[config.mk]
export PLATFORM = sky130hd
export DESIGN_NAME = rpmc_top
export DESIGN_NICKNAME = d
export VERILOG_FILES = /design/src/hdl/rpmc_pkg.sv /design/src/hdl/rpmc_cfg_if.sv /design/src/hdl/rpmc_ref_div.sv /design/src/hdl/rpmc_top.sv
export VERILOG_INCLUDE_DIRS = /design/src /design/src/hdl
export SDC_FILE = /design/constraint.sdc
export NUM_CORES = 1
export LEC_CHECK = 0
export BUFFER_PORTS_ARGS = -buffer_cell sky130_fd_sc_hd__buf_2
export CAP_MARGIN = 40
export CORE_MARGIN = 3
export CORE_UTILIZATION = 40
export DETAILED_ROUTE_END_ITERATION = 10
export HOLD_SLACK_MARGIN = 0.02
export PLACE_DENSITY = 0.59
export SETUP_SLACK_MARGIN = 0.02
export SYNTH_ARGS = -nofsm -noshare
export SYNTH_HDL_FRONTEND = slang
export SYNTH_HIERARCHICAL = 1
export SYNTH_SLANG_ARGS = --single-unit
export TNS_END_PERCENT = 30
[constraint.sdc]
create_clock -name mclk -period 3.1 [get_ports mclk]
set_input_delay 0.31 -clock mclk [delete_from_list [all_inputs] [get_ports mclk]]
set_output_delay 0.31 -clock mclk [all_outputs]
set_load 0.005 [all_outputs]
[src/hdl/rpmc_consts.svh]
// offsets, field positions, reset values and timing counts of the pll modulation config block
`ifndef RPMC_CONSTS_SVH
`define RPMC_CONSTS_SVH
`define RPMC_OFS_FZ_HIGH 8'h38
`define RPMC_OFS_FZ_LOW 8'h39
`define RPMC_OFS_D1_HIGH 8'h3a
`define RPMC_OFS_D1_LOW 8'h3b
`define RPMC_OFS_CTRL 8'h30
`define RPMC_CTRL_PAGE_BIT 0
`define RPMC_CTRL_SRST_BIT 1
`define RPMC_CTRL_DATA_BIT 2
`define RPMC_REG_RESET 8'h00
`define RPMC_FRAC_LSB 3
`define RPMC_POL_BIT 2
`define RPMC_CF_BIT 2
`define RPMC_MOD_BIT 1
`define RPMC_REF_CLOCK_OUTPUT_ENABLE_BIT 0
`define RPMC_INT_BASE 12
`define RPMC_INT_BAND_STEP 4
`define RPMC_FRAC_DEN 8192
`define RPMC_XTAL_KHZ 26000
`define RPMC_REF_KHZ 500
`define RPMC_REF_HALF_CYC_315 26
`define RPMC_REF_HALF_CYC_434 26
`endif

[src/hdl/rpmc_pkg.sv]
// types of the pll modulation config block
package rpmc_pkg;
	typedef enum logic [1:0] {
		RPMC_CODE_MANCH = 2'b00,
		RPMC_CODE_BIPH = 2'b01,
		RPMC_CODE_NRZ = 2'b10,
		RPMC_CODE_DIRECT = 2'b11
	} rpmc_code_type;
	typedef struct packed {
		logic [12:0] fz_frac;
		logic [12:0] d1_frac;
		logic data_polarity_invert;
		rpmc_code_type code;
		logic cf;
		logic fsk;
		logic ref_clock_output_enable;
	} rpmc_cfg_type;
endpackage

[src/hdl/rpmc_cfg_if.sv]
// configuration carrier between register bank and reference divider
`timescale 1ns/1ns
interface rpmc_cfg_if;
	import rpmc_pkg::*;
	logic ref_en;
	logic band;
	logic ref_tick;
	modport bank (output ref_en, output band, input ref_tick);
	modport div (input ref_en, input band, output ref_tick);
endinterface

[src/hdl/rpmc_ref_div.sv]
// reference clock divider producing the 500 khz reference toggle from the crystal clock
`timescale 1ns/1ns
`include "rpmc_consts.svh"
module rpmc_ref_div
	import rpmc_pkg::*;
#(
	parameter int HALF_315 = `RPMC_REF_HALF_CYC_315,
	parameter int HALF_434 = `RPMC_REF_HALF_CYC_434
) (
	input wire logic clk,
	input wire logic rst_n,
	rpmc_cfg_if.div cfg
);
	if (HALF_315 < 1 || HALF_434 < 1 || HALF_315 > 256 || HALF_434 > 256) begin : g_bad_half
		$error("divider half period out of range");
	end
	logic [7:0] cnt_r;
	logic [7:0] lim;
	// band picks the divider so the reference frequency matches either band
	assign lim = cfg.band ? 8'(HALF_434 - 1) : 8'(HALF_315 - 1);
	always_ff @(posedge clk or negedge rst_n) begin
		if (!rst_n) begin
			cnt_r <= 8'h00;
			cfg.ref_tick <= 1'b0;
		end else if (!cfg.ref_en) begin
			cnt_r <= 8'h00;
			cfg.ref_tick <= 1'b0;
		end else begin
			cfg.ref_tick <= (cnt_r >= lim);
			cnt_r <= (cnt_r >= lim) ? 8'h00 : cnt_r + 8'h01;
		end
	end
endmodule

[src/hdl/rpmc_top.sv]
// register bank and modulation control for the rf transmit pll
//
// Summary of operation
// - the four pll registers respond only while page select is zero
// - fsk data zero uses divider base plus zero fraction over 8192
// - data one uses divider base plus one fraction over 8192
// - soft reset clears fractions, polarity, encoding, band and modulation fields
// - polarity bit inverts nrz, direct bit and both code polarities
// - encoding 00 manchester, 01 bi-phase, 10 nrz, 11 direct bit
// - buffered nrz sends buffer bits straight to rf_data at the bit rate; the pll drive follows them every clock
// - encoding 11 makes output follow software data bit after polarity
// - band bit zero selects 315 mhz setup, one selects 434 mhz
// - modulation bit zero selects on-off keying, one frequency-shift keying
// - reference enable gates the 500 khz reference clock to reference_clock_out
// - band bit chooses the reference divider to keep 500 khz
// - page select in a separate control register chooses the shared page
`timescale 1ns/1ns
`include "rpmc_consts.svh"
module rpmc_top
	import rpmc_pkg::*;
(
	input wire logic mclk,
	input wire logic resetn,
	input wire logic [7:0] addr,
	input wire logic [7:0] wdata,
	input wire logic wr,
	input wire logic rd,
	output logic [7:0] rdata,
	input wire logic buf_bit,
	input wire logic bit_tick,
	input wire logic half_tick,
	output logic [13:0] pll_int_frac_hi,
	output logic [12:0] pll_frac,
	output logic [4:0] pll_int,
	output logic carrier_on,
	output logic rf_data,
	output logic band_434,
	output logic reference_clock_out
);
	// ----------------------------------------
	// reset synchroniser
	// ----------------------------------------
	logic rst_s1_r, rst_n_r;
	always_ff @(posedge mclk or negedge resetn) begin
		if (!resetn) begin
			rst_s1_r <= 1'b0;
			rst_n_r <= 1'b0;
		end else begin
			rst_s1_r <= 1'b1;
			rst_n_r <= rst_s1_r;
		end
	end

	// ----------------------------------------
	// registers
	// ----------------------------------------
	rpmc_cfg_type cfg_r;
	logic page_r, data_bit_r, srst;
	function automatic logic in_page0(input logic [7:0] a, input logic pg);
		in_page0 = !pg && (a >= `RPMC_OFS_FZ_HIGH) && (a <= `RPMC_OFS_D1_LOW);
	endfunction
	// one-cycle soft reset pulse; the bit itself never holds, so reads show zero
	assign srst = wr && addr == `RPMC_OFS_CTRL && wdata[`RPMC_CTRL_SRST_BIT];

	always_ff @(posedge mclk or negedge rst_n_r) begin
		if (!rst_n_r) begin
			page_r <= 1'b0;
			data_bit_r <= 1'b0;
		end else if (wr && addr == `RPMC_OFS_CTRL) begin
			page_r <= wdata[`RPMC_CTRL_PAGE_BIT];
			data_bit_r <= wdata[`RPMC_CTRL_DATA_BIT];
		end
	end

	always_ff @(posedge mclk or negedge rst_n_r) begin
		if (!rst_n_r) begin
			cfg_r <= '0;
		end else if (srst) begin
			cfg_r <= '0;
		end else if (wr && in_page0(addr, page_r)) begin
			unique case (addr)
				`RPMC_OFS_FZ_HIGH: cfg_r.fz_frac[12:5] <= wdata;
				`RPMC_OFS_FZ_LOW: begin
					cfg_r.fz_frac[4:0] <= wdata[7:`RPMC_FRAC_LSB];
					cfg_r.data_polarity_invert <= wdata[`RPMC_POL_BIT];
					cfg_r.code <= rpmc_code_type'(wdata[1:0]);
				end
				`RPMC_OFS_D1_HIGH: cfg_r.d1_frac[12:5] <= wdata;
				default: begin
					cfg_r.d1_frac[4:0] <= wdata[7:`RPMC_FRAC_LSB];
					cfg_r.cf <= wdata[`RPMC_CF_BIT];
					cfg_r.fsk <= wdata[`RPMC_MOD_BIT];
					cfg_r.ref_clock_output_enable <= wdata[`RPMC_REF_CLOCK_OUTPUT_ENABLE_BIT];
				end
			endcase
		end
	end

	always_ff @(posedge mclk or negedge rst_n_r) begin
		if (!rst_n_r) begin
			rdata <= `RPMC_REG_RESET;
		end else if (rd && in_page0(addr, page_r)) begin
			unique case (addr)
				`RPMC_OFS_FZ_HIGH: rdata <= cfg_r.fz_frac[12:5];
				`RPMC_OFS_FZ_LOW: rdata <= {cfg_r.fz_frac[4:0], cfg_r.data_polarity_invert, cfg_r.code};
				`RPMC_OFS_D1_HIGH: rdata <= cfg_r.d1_frac[12:5];
				default: rdata <= {cfg_r.d1_frac[4:0], cfg_r.cf, cfg_r.fsk, cfg_r.ref_clock_output_enable};
			endcase
		end else if (rd && addr == `RPMC_OFS_CTRL) begin
			rdata <= {5'h00, data_bit_r, 1'b0, page_r};
		end else begin
			rdata <= `RPMC_REG_RESET;
		end
	end

	// ----------------------------------------
	// data encoding
	// ----------------------------------------
	logic enc_bit;
	always_comb begin
		unique case (cfg_r.code)
			RPMC_CODE_MANCH: enc_bit = buf_bit ^ half_tick;
			RPMC_CODE_BIPH: enc_bit = !(buf_bit ^ half_tick);
			RPMC_CODE_NRZ: enc_bit = buf_bit;
			RPMC_CODE_DIRECT: enc_bit = data_bit_r;
		endcase
	end
	// half_tick is the second half of a bit cell; manchester and bi-phase mixing relies on software doubling the bit rate
	always_ff @(posedge mclk or negedge rst_n_r) begin
		if (!rst_n_r) begin
			rf_data <= 1'b0;
		end else if (bit_tick || cfg_r.code == RPMC_CODE_DIRECT || cfg_r.code != RPMC_CODE_NRZ) begin
			rf_data <= enc_bit ^ cfg_r.data_polarity_invert;
		end
	end

	// ----------------------------------------
	// pll drive
	// ----------------------------------------
	logic sym;
	assign sym = enc_bit ^ cfg_r.data_polarity_invert;
	always_ff @(posedge mclk or negedge rst_n_r) begin
		if (!rst_n_r) begin
			pll_frac <= 13'h0000;
			pll_int <= 5'h00;
			carrier_on <= 1'b0;
			band_434 <= 1'b0;
			pll_int_frac_hi <= 14'h0000;
		end else begin
			pll_int <= 5'(`RPMC_INT_BASE + (cfg_r.cf ? `RPMC_INT_BAND_STEP : 0));
			band_434 <= cfg_r.cf;
			pll_frac <= (cfg_r.fsk && !sym) ? cfg_r.fz_frac : cfg_r.d1_frac;
			carrier_on <= cfg_r.fsk || sym;
			pll_int_frac_hi <= {pll_int, pll_frac[12:4]};
		end
	end

	// ----------------------------------------
	// reference clock
	// ----------------------------------------
	rpmc_cfg_if cif();
	assign cif.ref_en = cfg_r.ref_clock_output_enable;
	assign cif.band = cfg_r.cf;
	rpmc_ref_div u_div (
		.clk(mclk),
		.rst_n(rst_n_r),
		.cfg(cif.div)
	);
	always_ff @(posedge mclk or negedge rst_n_r) begin
		if (!rst_n_r) begin
			reference_clock_out <= 1'b0;
		end else if (!cfg_r.ref_clock_output_enable) begin
			reference_clock_out <= 1'b0;
		end else if (cif.ref_tick) begin
			reference_clock_out <= !reference_clock_out;
		end
	end

	// ----------------------------------------
	// assertions
	// ----------------------------------------
	page_gate_a: assert property (@(posedge mclk) disable iff (!rst_n_r)
		rd && page_r && addr == `RPMC_OFS_FZ_HIGH |=> rdata == 8'h00) else $error("page one read leaked");
	soft_clear_a: assert property (@(posedge mclk) disable iff (!rst_n_r)
		srst |=> cfg_r == '0) else $error("soft reset did not clear");
	fsk_zero_a: assert property (@(posedge mclk) disable iff (!rst_n_r)
		cfg_r.fsk && !sym && !srst && !wr |=> pll_frac == $past(cfg_r.fz_frac)) else $error("fsk zero fraction");
	one_frac_a: assert property (@(posedge mclk) disable iff (!rst_n_r)
		sym && !wr |=> pll_frac == $past(cfg_r.d1_frac)) else $error("data one fraction");
	band_int_a: assert property (@(posedge mclk) disable iff (!rst_n_r)
		!wr && !srst ##1 !wr |=> pll_int == (band_434 ? 5'd16 : 5'd12)) else $error("integer part wrong");
	direct_a: assert property (@(posedge mclk) disable iff (!rst_n_r)
		cfg_r.code == RPMC_CODE_DIRECT && !wr |=> rf_data == ($past(data_bit_r) ^ $past(cfg_r.data_polarity_invert)))
		else $error("direct bit wrong");
	ook_gate_a: assert property (@(posedge mclk) disable iff (!rst_n_r)
		!cfg_r.fsk && !sym && !wr |=> !carrier_on) else $error("ook carrier on for zero");
	ref_off_a: assert property (@(posedge mclk) disable iff (!rst_n_r)
		!cfg_r.ref_clock_output_enable |=> !reference_clock_out) else $error("reference runs while disabled");
	ctrl_read_a: assert property (@(posedge mclk) disable iff (!rst_n_r)
		rd && addr == `RPMC_OFS_CTRL |=> !rdata[`RPMC_CTRL_SRST_BIT]) else $error("reset bit read as one");
	fsk_c: cover property (@(posedge mclk) disable iff (!rst_n_r) cfg_r.fsk && !sym);
	ref_c: cover property (@(posedge mclk) disable iff (!rst_n_r) $rose(reference_clock_out));
	srst_c: cover property (@(posedge mclk) disable iff (!rst_n_r) srst);
endmodule

# Word level (Yosys, flattened, before mapping)
# Cells that the tools add are included.
[word_totals] output_inout_bits=44 register_bits=89 in_bits=23
[classes] muxes=19 n_bitwise=2 n_eq_ne=10 n_addsub=2 n_reduce_logical=25 n_lt_le_gt_ge=3
[ops] operator="2-to-1 mux 32 bit" n=2
[ops] operator="2-to-1 mux 8 bit" n=5
[ops] operator="== test 8 x 6 -> 1 bit, second input constant" n=4
[ops] operator="case mux 8 bit (3 select lines)" n=1
[ops] operator="2-to-1 mux 13 bit" n=1
[ops] operator="2-to-1 mux 3 bit" n=4
[ops] operator="2-to-1 mux 5 bit" n=2
[ops] operator="adder 8 x 1 -> 8 bit, second input constant" n=1
[ops] operator=">= comparator 8 x 5 -> 1 bit, second input constant" n=1
[ops] operator=">= comparator 8 x 6 -> 1 bit, second input constant" n=1
[ops] operator="<= comparator 8 x 6 -> 1 bit, second input constant" n=1
[ops] operator="logical AND 1 bit" n=8
[ops] operator="AND reduction 2 bit" n=4
[ops] operator="nonzero test 2 bit" n=4
[ops] operator="adder 4 x 3 -> 5 bit, first input constant" n=1
[ops] operator="== test 2 bit, second input constant" n=2
[ops] operator="zero test 1 bit" n=4
[ops] operator="!= test 2 x 1 -> 1 bit, second input constant" n=2
[ops] operator="case mux 1 bit (4 select lines)" n=1
[ops] operator="logical OR 1 bit" n=3
[ops] operator="2-to-1 mux 1 bit" n=3
[ops] operator="OR reduction 3 bit" n=1
[ops] operator="== test 2 x 1 -> 1 bit, second input constant" n=1
[ops] operator="zero test 2 bit" n=1
[ops] operator="2 further kinds" n=3

# Logic depth before layout (Yosys ltp)
# Gate-level depths: netlist of run 1.
[depth] ltp_word=7 mapped_depth=6

# Modules after synthesis
# The synthesis of run 1 kept the hierarchy.
[modules_own_cells] module="rpmc_top" cells_each=225 instances=1 seq_area_each_um2=1826.8 area_each_um2=3081.7
[modules_own_cells] module="rpmc_ref_div" cells_each=32 instances=1 seq_area_each_um2=225.2 area_each_um2=389.1

# Worst setup path before layout of run 1
# Ideal clock, no wire load.
[synth_timing] kind="reg2reg" from="register cfg_r[3] (netlist bit)" to="register pll_frac[10]" setup_ps=125 path_stages_with_launch=7 period_less_slack_ps=1700 slack_ps=1400 required_time_ps=2975 arrival_ps=1575 cell_sequence="dfrtp_1 > xnor2_1 > a211oi_2 > o21ai_0 > nand3b_4 > buf_6 > mux2_4"
[synth_via] elab_chain_len=6 word_cells_on_any_way=9
[synth_lines] element="start, declared" line="rpmc_top.sv:57" source="rpmc_cfg_type cfg_r;"
[synth_lines] element="== test 2 bit, or another cell as far along" line="rpmc_top.sv:121" source="unique case (cfg_r.code)"
[synth_lines] element="case mux 1 bit (4 select lines) *" line="rpmc_top.sv:121"
[synth_lines] element="XOR 1 bit *" line="rpmc_top.sv:141" source="assign sym = enc_bit ^ cfg_r.data_polarity_invert;"
[synth_lines] element="zero test 1 bit *" line="rpmc_top.sv:152" source="pll_frac <= (cfg_r.fsk && !sym) ? cfg_r.fz_frac : cfg_r.d1_frac;"
[synth_lines] element="logical AND 1 bit *" line="rpmc_top.sv:152"
[synth_lines] element="2-to-1 mux 13 bit *" line="rpmc_top.sv:152"
[synth_lines] element="end signal, assigned" line="rpmc_top.sv:152"
[synth_lines] element="end, declared" line="rpmc_top.sv:33" source="output logic [12:0] pll_frac,"
# Every way passes the cells marked *; elsewhere a longest branch is shown, timed or not.
# A chain may end at the register's enable or synchronous reset.

# Worst setup path in the final report of run 1
[layout_timing] from="register cfg_r[4] (netlist bit)" to="register pll_frac[1]"
# Same word-level chain as after synthesis.

==> results of run 1 <==
## power breakdown
group	leakage (nW)	switching (W)	internal, W
logic	1.05	0.0000757	0.0000759
registers	1.11	0.0000326	0.00111
clock network	0.0974	0.000356	0.000393
total	2.26	0.000464	0.00158
## cell type report
type	instances	area, µm²	area share, %
Sequential cell	82	2060	50.5
Timing Repair Buffer	65	355	8.73
Multi-Input combinational cell	158	1310	32.3
Tap cell	105	131	3.23
Inverter	7	26.3	0.645
Clock inverter	3	40.0	0.983
Clock buffer	13	149	3.66
## registers in the layout (all words and copies together) (netlist names), 8 cells and up
signal           cells
cfg_r               30
pll_int_frac_hi     11
u_div/cnt_r          8
pll_frac            13
rdata                8
## cells in the final DEF (no fill, tap or decap), types with 2 or more instances in the layout
cell / instances
a21oi_1: 3
and2_1: 2
buf_2: 62
clkbuf_1: 3
clkbuf_8: 10
clkinv_2: 2
conb_1: 8
dfrtp_1: 81
ha_1: 3
inv_1: 7
mux2_2: 5
mux2_4: 10
mux2i_1: 32
mux4_2: 7
nand2_1: 6
nand2b_1: 3
nand3_1: 2
nand3b_1: 2
nor2_1: 43
nor2b_1: 7
o21ai_0: 2
xnor2_1: 3
xor2_1: 3
## logic make-up (layout without fill, tap and decap cells)
logic type	count (synthesis)	count (layout)
DFF	82	82
adders and majority gates	3	3
and+or+nand+nor	77	77
buffers and inverters	22	88
AOI/OAI and AO/OA	9	9
muxes	55	55
xor gates and xnor gates	6	6
other	3	8
## worst min path at each step
stage / start / end / slack, ns / cells past startpoint
2_1_floorplan: resetn / rst_n_r$_DFF_PN0_ / 0.01 / 0
3_3_place_gp: resetn / rst_s1_r$_DFF_PN0_ / 0.1 / 1
3_5_place_dp: resetn / rst_s1_r$_DFF_PN0_ / 0.1 / 1
4_1_cts: rst_n_r$_DFF_PN0_ / carrier_on$_DFF_PN0_ / 0.21 / 0
5_1_grt: rst_n_r$_DFF_PN0_ / carrier_on$_DFF_PN0_ / 0.22 / 0
6_report: rst_n_r$_DFF_PN0_ / carrier_on$_DFF_PN0_ / 0.19 / 0
## what timing repair did
item	in CTS	in global routing
resized for setup	0	0
hold endpoints to repair	2	0
hold buffers	1	0
endpoints found under the setup margin	0	0
## per-stage QoR
| step | std cells | worst slack [ns] |
|---|---|---|
| after floorplan | 262 | 0.647 |
| after global placement | 415 | 0.893 |
| after detailed placement | 416 | 0.895 |
| after CTS | 433 | 1.19 |
| after global routing | 433 | 1.02 |
| final | 433 | 1.19 |
## metal layers
layer | wire length [µm] | GRT usage [%]
met5 | 0 | 0
met4 | 104 | 5.36
met3 | 339 | 4.49
met2 | 3330 | 24.1
met1 | 2940 | 19.0
==> flow_summary.ini, run 1 <==
[sta]
setup_viol = 0
finClkSkew_ns = 0.0112
rsz0062_at_grt = no
hold_ws_ns = 0.193
fin_crit_sh_pct = 61.6
relSlewSlack_pct = 59.9
period_needed_ns = 1.91
fmax_ghz = 0.524
hold_viol_final = 0
fin_setup_tns_ns = 0
maxSlewViolCount = 0
worstMarginPinSlew_ns = 0.600

[worst_setup_path]
r2r_end = pll_frac[1]$_DFF_PN0_
critPathKind = flip-flop to flip-flop
reg2reg_from = cfg_r[4]$_DFFE_PN0P_
end_kind = flip-flop
path_max_fanout = 13
cp_top_family = compound AO/OA/AOI/OAI gates
regToRegSetupSlack_ns = 1.19
reg2reg_depth = 5
timing.critical_path.buf_inv = 0
cp_slowest_cell = dfrtp_1
crit_end = pll_frac[1]$_DFF_PN0_
setup.worst_path.start = cfg_r[4]$_DFFE_PN0P_
path_depth = 5
crit_path_cell_trace = nor2b_1 -> o31ai_1 -> o21ai_0 -> nand3b_4 -> mux2_2
startpoint_type = flip-flop
cpPeakStageDelay_ns = 0.47
arrival_ns = 2.14
cp_data_required_time_ns = 3.33

[placed_design]
place.gp.congestion = 0.734
place_area_mm2 = 0.00387
dp_hpwl_um = 4420
numPortBuffers = 62

[job]
maxCapViolCount = 0

[synth]
syn_area_mm2 = 0.00347
yosysSeqAreaShare_pct = 59.1
async_flop_share_pct = 100
ys_top_cells_by_count = 82 x dfrtp_1, 44 x nor2_1, 32 x mux2i_1, 10 x mux2_4, 8 x buf_4
synth_top_family_by_area = multiplexers
muxShareOfSynthArea_pct = 20.5
yosysTopAreaCell = dfrtp_1
synth_compound_area_share_pct = 1.91
yosysMostFrequentCell = dfrtp_1
netlist.area_leader.share_pct = 59.1
synth_xor_area_share_pct = 1.51
synth_adder_area_share_pct = 1.08
synth-edff-count = 0
ys_seq_elements = 82
synth_cells = 257
ys_warn_count = 6
synth.avg_cell_area_um2 = 13.5
ys_types = 39
yosys-top-cells-area = dfrtp_1 59%, mux2i_1 9.2%, nor2_1 4.8%
synth_ff_type = dfrtp_1
yosys.area_share.simple_pct = 11.9

[floorplanning]
fp.coreArea_mm2 = 0.00834
start_util_pct = 41.6
rows = 33
io-pin-count = 67
dieArea_mm2 = 0.00983
die_y_um = 99.2
die_w_um = 99.2

[final_layout]
nFillCells = 754
finish.net_count = 349
n_antenna_cell = 0
final_area_mm2 = 0.00407
syn_to_final_growth_pct = 17.3
postLayoutCoreUtil_pct = 48.8
final_layout_size_suffix_gt1_share_pct = 33.2

[power_and_ir_drop]
power_density_mw_per_mm2 = 503
vdd_drop_max_mv = 0.205
totalPowerFinal_w = 0.00205
leakagePower_nw = 2.26

[run_status]
status = finished clean

[detailed_routing]
vias_per_cell = 4.82
ant_nets = 0
drc_errors = 0
first_iter_violations = 61
via_count = 2088
routed_wl_um = 6720
routedWlPerCell_um = 15.5
drtPass1Iterations = 4

[clocking]
htree_levels = 3
clock_tree.root_cell = clkbuf_8
clkLatencyLatePin_ns = 0.35
cts.sinks = 82
cts_setup_buffers = 0
clk_pin_slew_ns = 0.08
clock_path_buffers = 2
cts_tree = done
cts_made_buffers = 9

[global_routing]
grt_max_degree = 66
grtUsageTotal_pct = 14.9
grt_pass1_wl_um = 11200
grt_pass1_vias = 2104
grt_antenna_before_repair = 0
grt_overflow = 0

[min_path]
hold_path_class = flip-flop to asynchronous set/reset pin
(Power assumes the default switching activity.)
==> run 2: changes to the inputs <==
- ABC_AREA: not set -> 1
- PLACE_DENSITY: 0.59 -> 0.61
- clock period: 3.1 -> 1.61 ns (I/O delays scaled with it)
==> run 2 against run 1 <==
Clock skew shrank 0.0042 ns. Sequential share of layout area shrank 2.0 points. Synthesized cell count grew 49%. Critical path type unchanged. Cell count grew 32%. Worst hold slack lost 0.097 ns. Die area grew 0.44%. Maximum frequency grew 29%. Total power grew 79%. Worst setup slack lost 1.1 ns. Count of clock-buffer cells in the layout shrank 3. Wire length grew 19%.
==> flow_summary.ini, run 2 <==
[global_routing]
grt_max_degree = 48
grt_antenna_before_repair = 0
grtUsageTotal_pct = 17.2
grt_overflow = 0
grt_pass1_vias = 2783
grt_pass1_wl_um = 13400

[placed_design]
numPortBuffers = 62
post-place-ws_ns = 0.0277
place_area_mm2 = 0.00405
place.gp.congestion = 0.840
dp_hpwl_um = 5680

[sta]
period_needed_ns = 1.48
maxSlewViolCount = 0
finClkSkew_ns = 0.00703
rsz0062_at_grt = no
fin_setup_tns_ns = 0
setup_slack_ns = 0.130
setup_viol = 0
fmax_ghz = 0.676
hold_viol_final = 0
fin_crit_sh_pct = 91.9

[detailed_routing]
routed_wl_um = 7980
via_count = 2840
routedWlPerCell_um = 14.0
vias_per_cell = 4.97
drc_errors = 0
ant_nets = 0
first_iter_violations = 199
drtPass1Iterations = 4

[worst_setup_path]
critical_path.most_common_cell = nand2_1
cp_top_family = simple AND/OR/NAND/NOR gates
end_kind = flip-flop
startpoint_type = flip-flop
cp_data_required_time_ns = 1.83
path_max_fanout = 13
arrival_ns = 1.70
crit_path_cell_trace = buf_4 -> nand2_1 -> nand2_1 -> nand2_1 -> nand3_1 -> nand2_1 -> nand2_2 -> buf_4 -> nand4_1 -> nand2_1
cpPeakStageDelay_ns = 0.39
critPathKind = flip-flop to flip-flop
timing.critical_path.buf_inv = 2
cp_slowest_cell = dfrtp_1

[synth]
yosysSeqAreaShare_pct = 58.8
synth-edff-count = 0
synth.avg_cell_area_um2 = 9.10
ys_seq_elements = 82
syn_area_mm2 = 0.00349
async_flop_share_pct = 100
synth_cells = 383
ys_warn_count = 6
ys_top_cells_by_count = 96 x nand2_1, 82 x dfrtp_1, 53 x nand3_1, 35 x o21ai_0, 28 x nor2_1
ys_types = 28
synth_ff_type = dfrtp_1
yosysMostFrequentCell = nand2_1
yosys-top-cells-area = dfrtp_1 59%, nand2_1 10%, nand3_1 7.6%
yosysTopAreaCell = dfrtp_1
netlist.area_leader.share_pct = 58.8

[run_status]
status = finished clean

[floorplanning]
fp.coreArea_mm2 = 0.00834
io-pin-count = 67
die_w_um = 99.4
die_y_um = 99.4
start_util_pct = 41.8
rows = 33
dieArea_mm2 = 0.00987

[power_and_ir_drop]
switching_share_pct = 21.8
vdd_drop_max_mv = 0.335
internal_power_w = 0.00286
p_clk_share_pct = 38.6
totalPowerFinal_w = 0.00366
power_density_mw_per_mm2 = 862
seqPwrFrac_pct = 57.0
leakagePower_nw = 2.23
switchingPower_w = 0.000797
pwr-share-comb_pct = 4.4

[final_layout]
finish.net_count = 490
final_area_mm2 = 0.00424
reg.largest.list = cfg_r x30, pll_frac x13, pll_int_frac_hi x11
postLayoutCoreUtil_pct = 50.9
largest_register_ffs = 30
final_layout_size_suffix_gt1_share_pct = 23.8
final_common_cell = nand2_1
n_antenna_cell = 0
top_register = cfg_r
layout_common_cells = 95 x nand2_1, 81 x dfrtp_1, 62 x buf_2
syn_to_final_growth_pct = 21.7
nFillCells = 807

[job]
maxCapViolCount = 0

[clocking]
clk_pin_slew_ns = 0.08
htree_levels = 3
cts.sinks = 82
clock_path_buffers = 2
cts_setup_buffers = 0
clkLatencyLatePin_ns = 0.34
cts_tree = done
clock_tree.root_cell = clkbuf_8
cts_made_buffers = 9

[min_path]
hold_path_class = input pin to flip-flop
==> run 2: cell types whose count changed after synthesis, moves of 14 or more <==
cell and delta:
o21ai_0 +33, nand3_1 +51, mux2i_1 -32, inv_1 +16, nand2_1 +90, nor2_1 -16
nand4_1 +14
==> run 2: area by class of cell <==
class,instances,area [µm²],area share [%]
Clock inverter,3,42.5,1.00
Multi-Input combinational cell,261,1240,29.3
Clock buffer,10,138,3.24
Timing Repair Buffer,86,543,12.8
Tap cell,105,131,3.10
Sequential cell,82,2060,48.5
Inverter,24,90.1,2.12
==> run 2: timing repair <==
action | 4_1_cts | 5_1_grt
endpoints found under the setup margin | 0 | 13
hold buffers | 1 | 0
resized for setup | 0 | 3
endpoints found under the hold margin | 2 | 0
==> run 2: path summary, 6_finish.rpt <==
check / endpoint / slack (ns) / cells past startpoint / startpoint
max: pll_frac[5]$_DFF_PN0_ / 0.13 / 10 / cfg_r[3]$_DFFE_PN0P_
min: rf_data$_DFFE_PN0P_ / 0.1 / 4 / bit_tick
max reg2reg: pll_frac[5]$_DFF_PN0_ / 0.13 / 10 / cfg_r[3]$_DFFE_PN0P_
min reg2reg: rdata[2]$_DFF_PN0_ / 0.29 / 1 / rst_n_r$_DFF_PN0_
max in group asynchronous: pll_int_frac_hi[8]$_DFF_PN0_ / 1.08 / 1 / rst_n_r$_DFF_PN0_
min in group asynchronous: rst_n_r$_DFF_PN0_ / 0.12 / 2 / resetn
==> run 2: cells by family (layout without fill, tap and decap cells) <==
group,after synthesis,after routing,synth area share (%)
and+or+nand+nor,202,202,26.3
DFF,82,82,58.8
AOI/OAI and AO/OA,47,47,6.89
buffers and inverters,45,123,6.28
adders and majority gates,3,3,1.08
other,3,8,0.323
xor gates and xnor gates,1,1,0.251
==> run 2: routing by layer <==
metal	global-route usage (%)	vias up	part of all wire [%]	routed length, µm
li1	-	1406	-	-
met1	23.7	1314	44	3550
met2	26.7	115	46	3690
met3	4.49	5	8.3	666
met4	5.46	0	1.0	80
met5	0	-	0	0
==> run 2: through the flow <==
step	hold slack, ns	cells
after global placement	-0.0531	557
final	0.0960	571
after CTS	0.0797	571
after floorplan	-0.135	388
after detailed placement	-0.0518	557
after global routing	0.0986	571
==> run 2: tightest hold or removal path: stages <==
cell	delay, ns
buf_2	0.09
nor2_1	0.05
nand3_1	0.06
nand2_1	0.05
==> run 2: power groups by stage <==
stage	clock network, W	logic [W]	registers (W)
3_3_place_gp	0	0.000159	0.00212
2_1_floorplan	0	0.0000605	0.00215
4_1_cts	0.00144	0.000164	0.00208
5_1_grt	0.00151	0.000187	0.00208
3_5_place_dp	0	0.000163	0.00212
6_report	0.00141	0.000162	0.00208
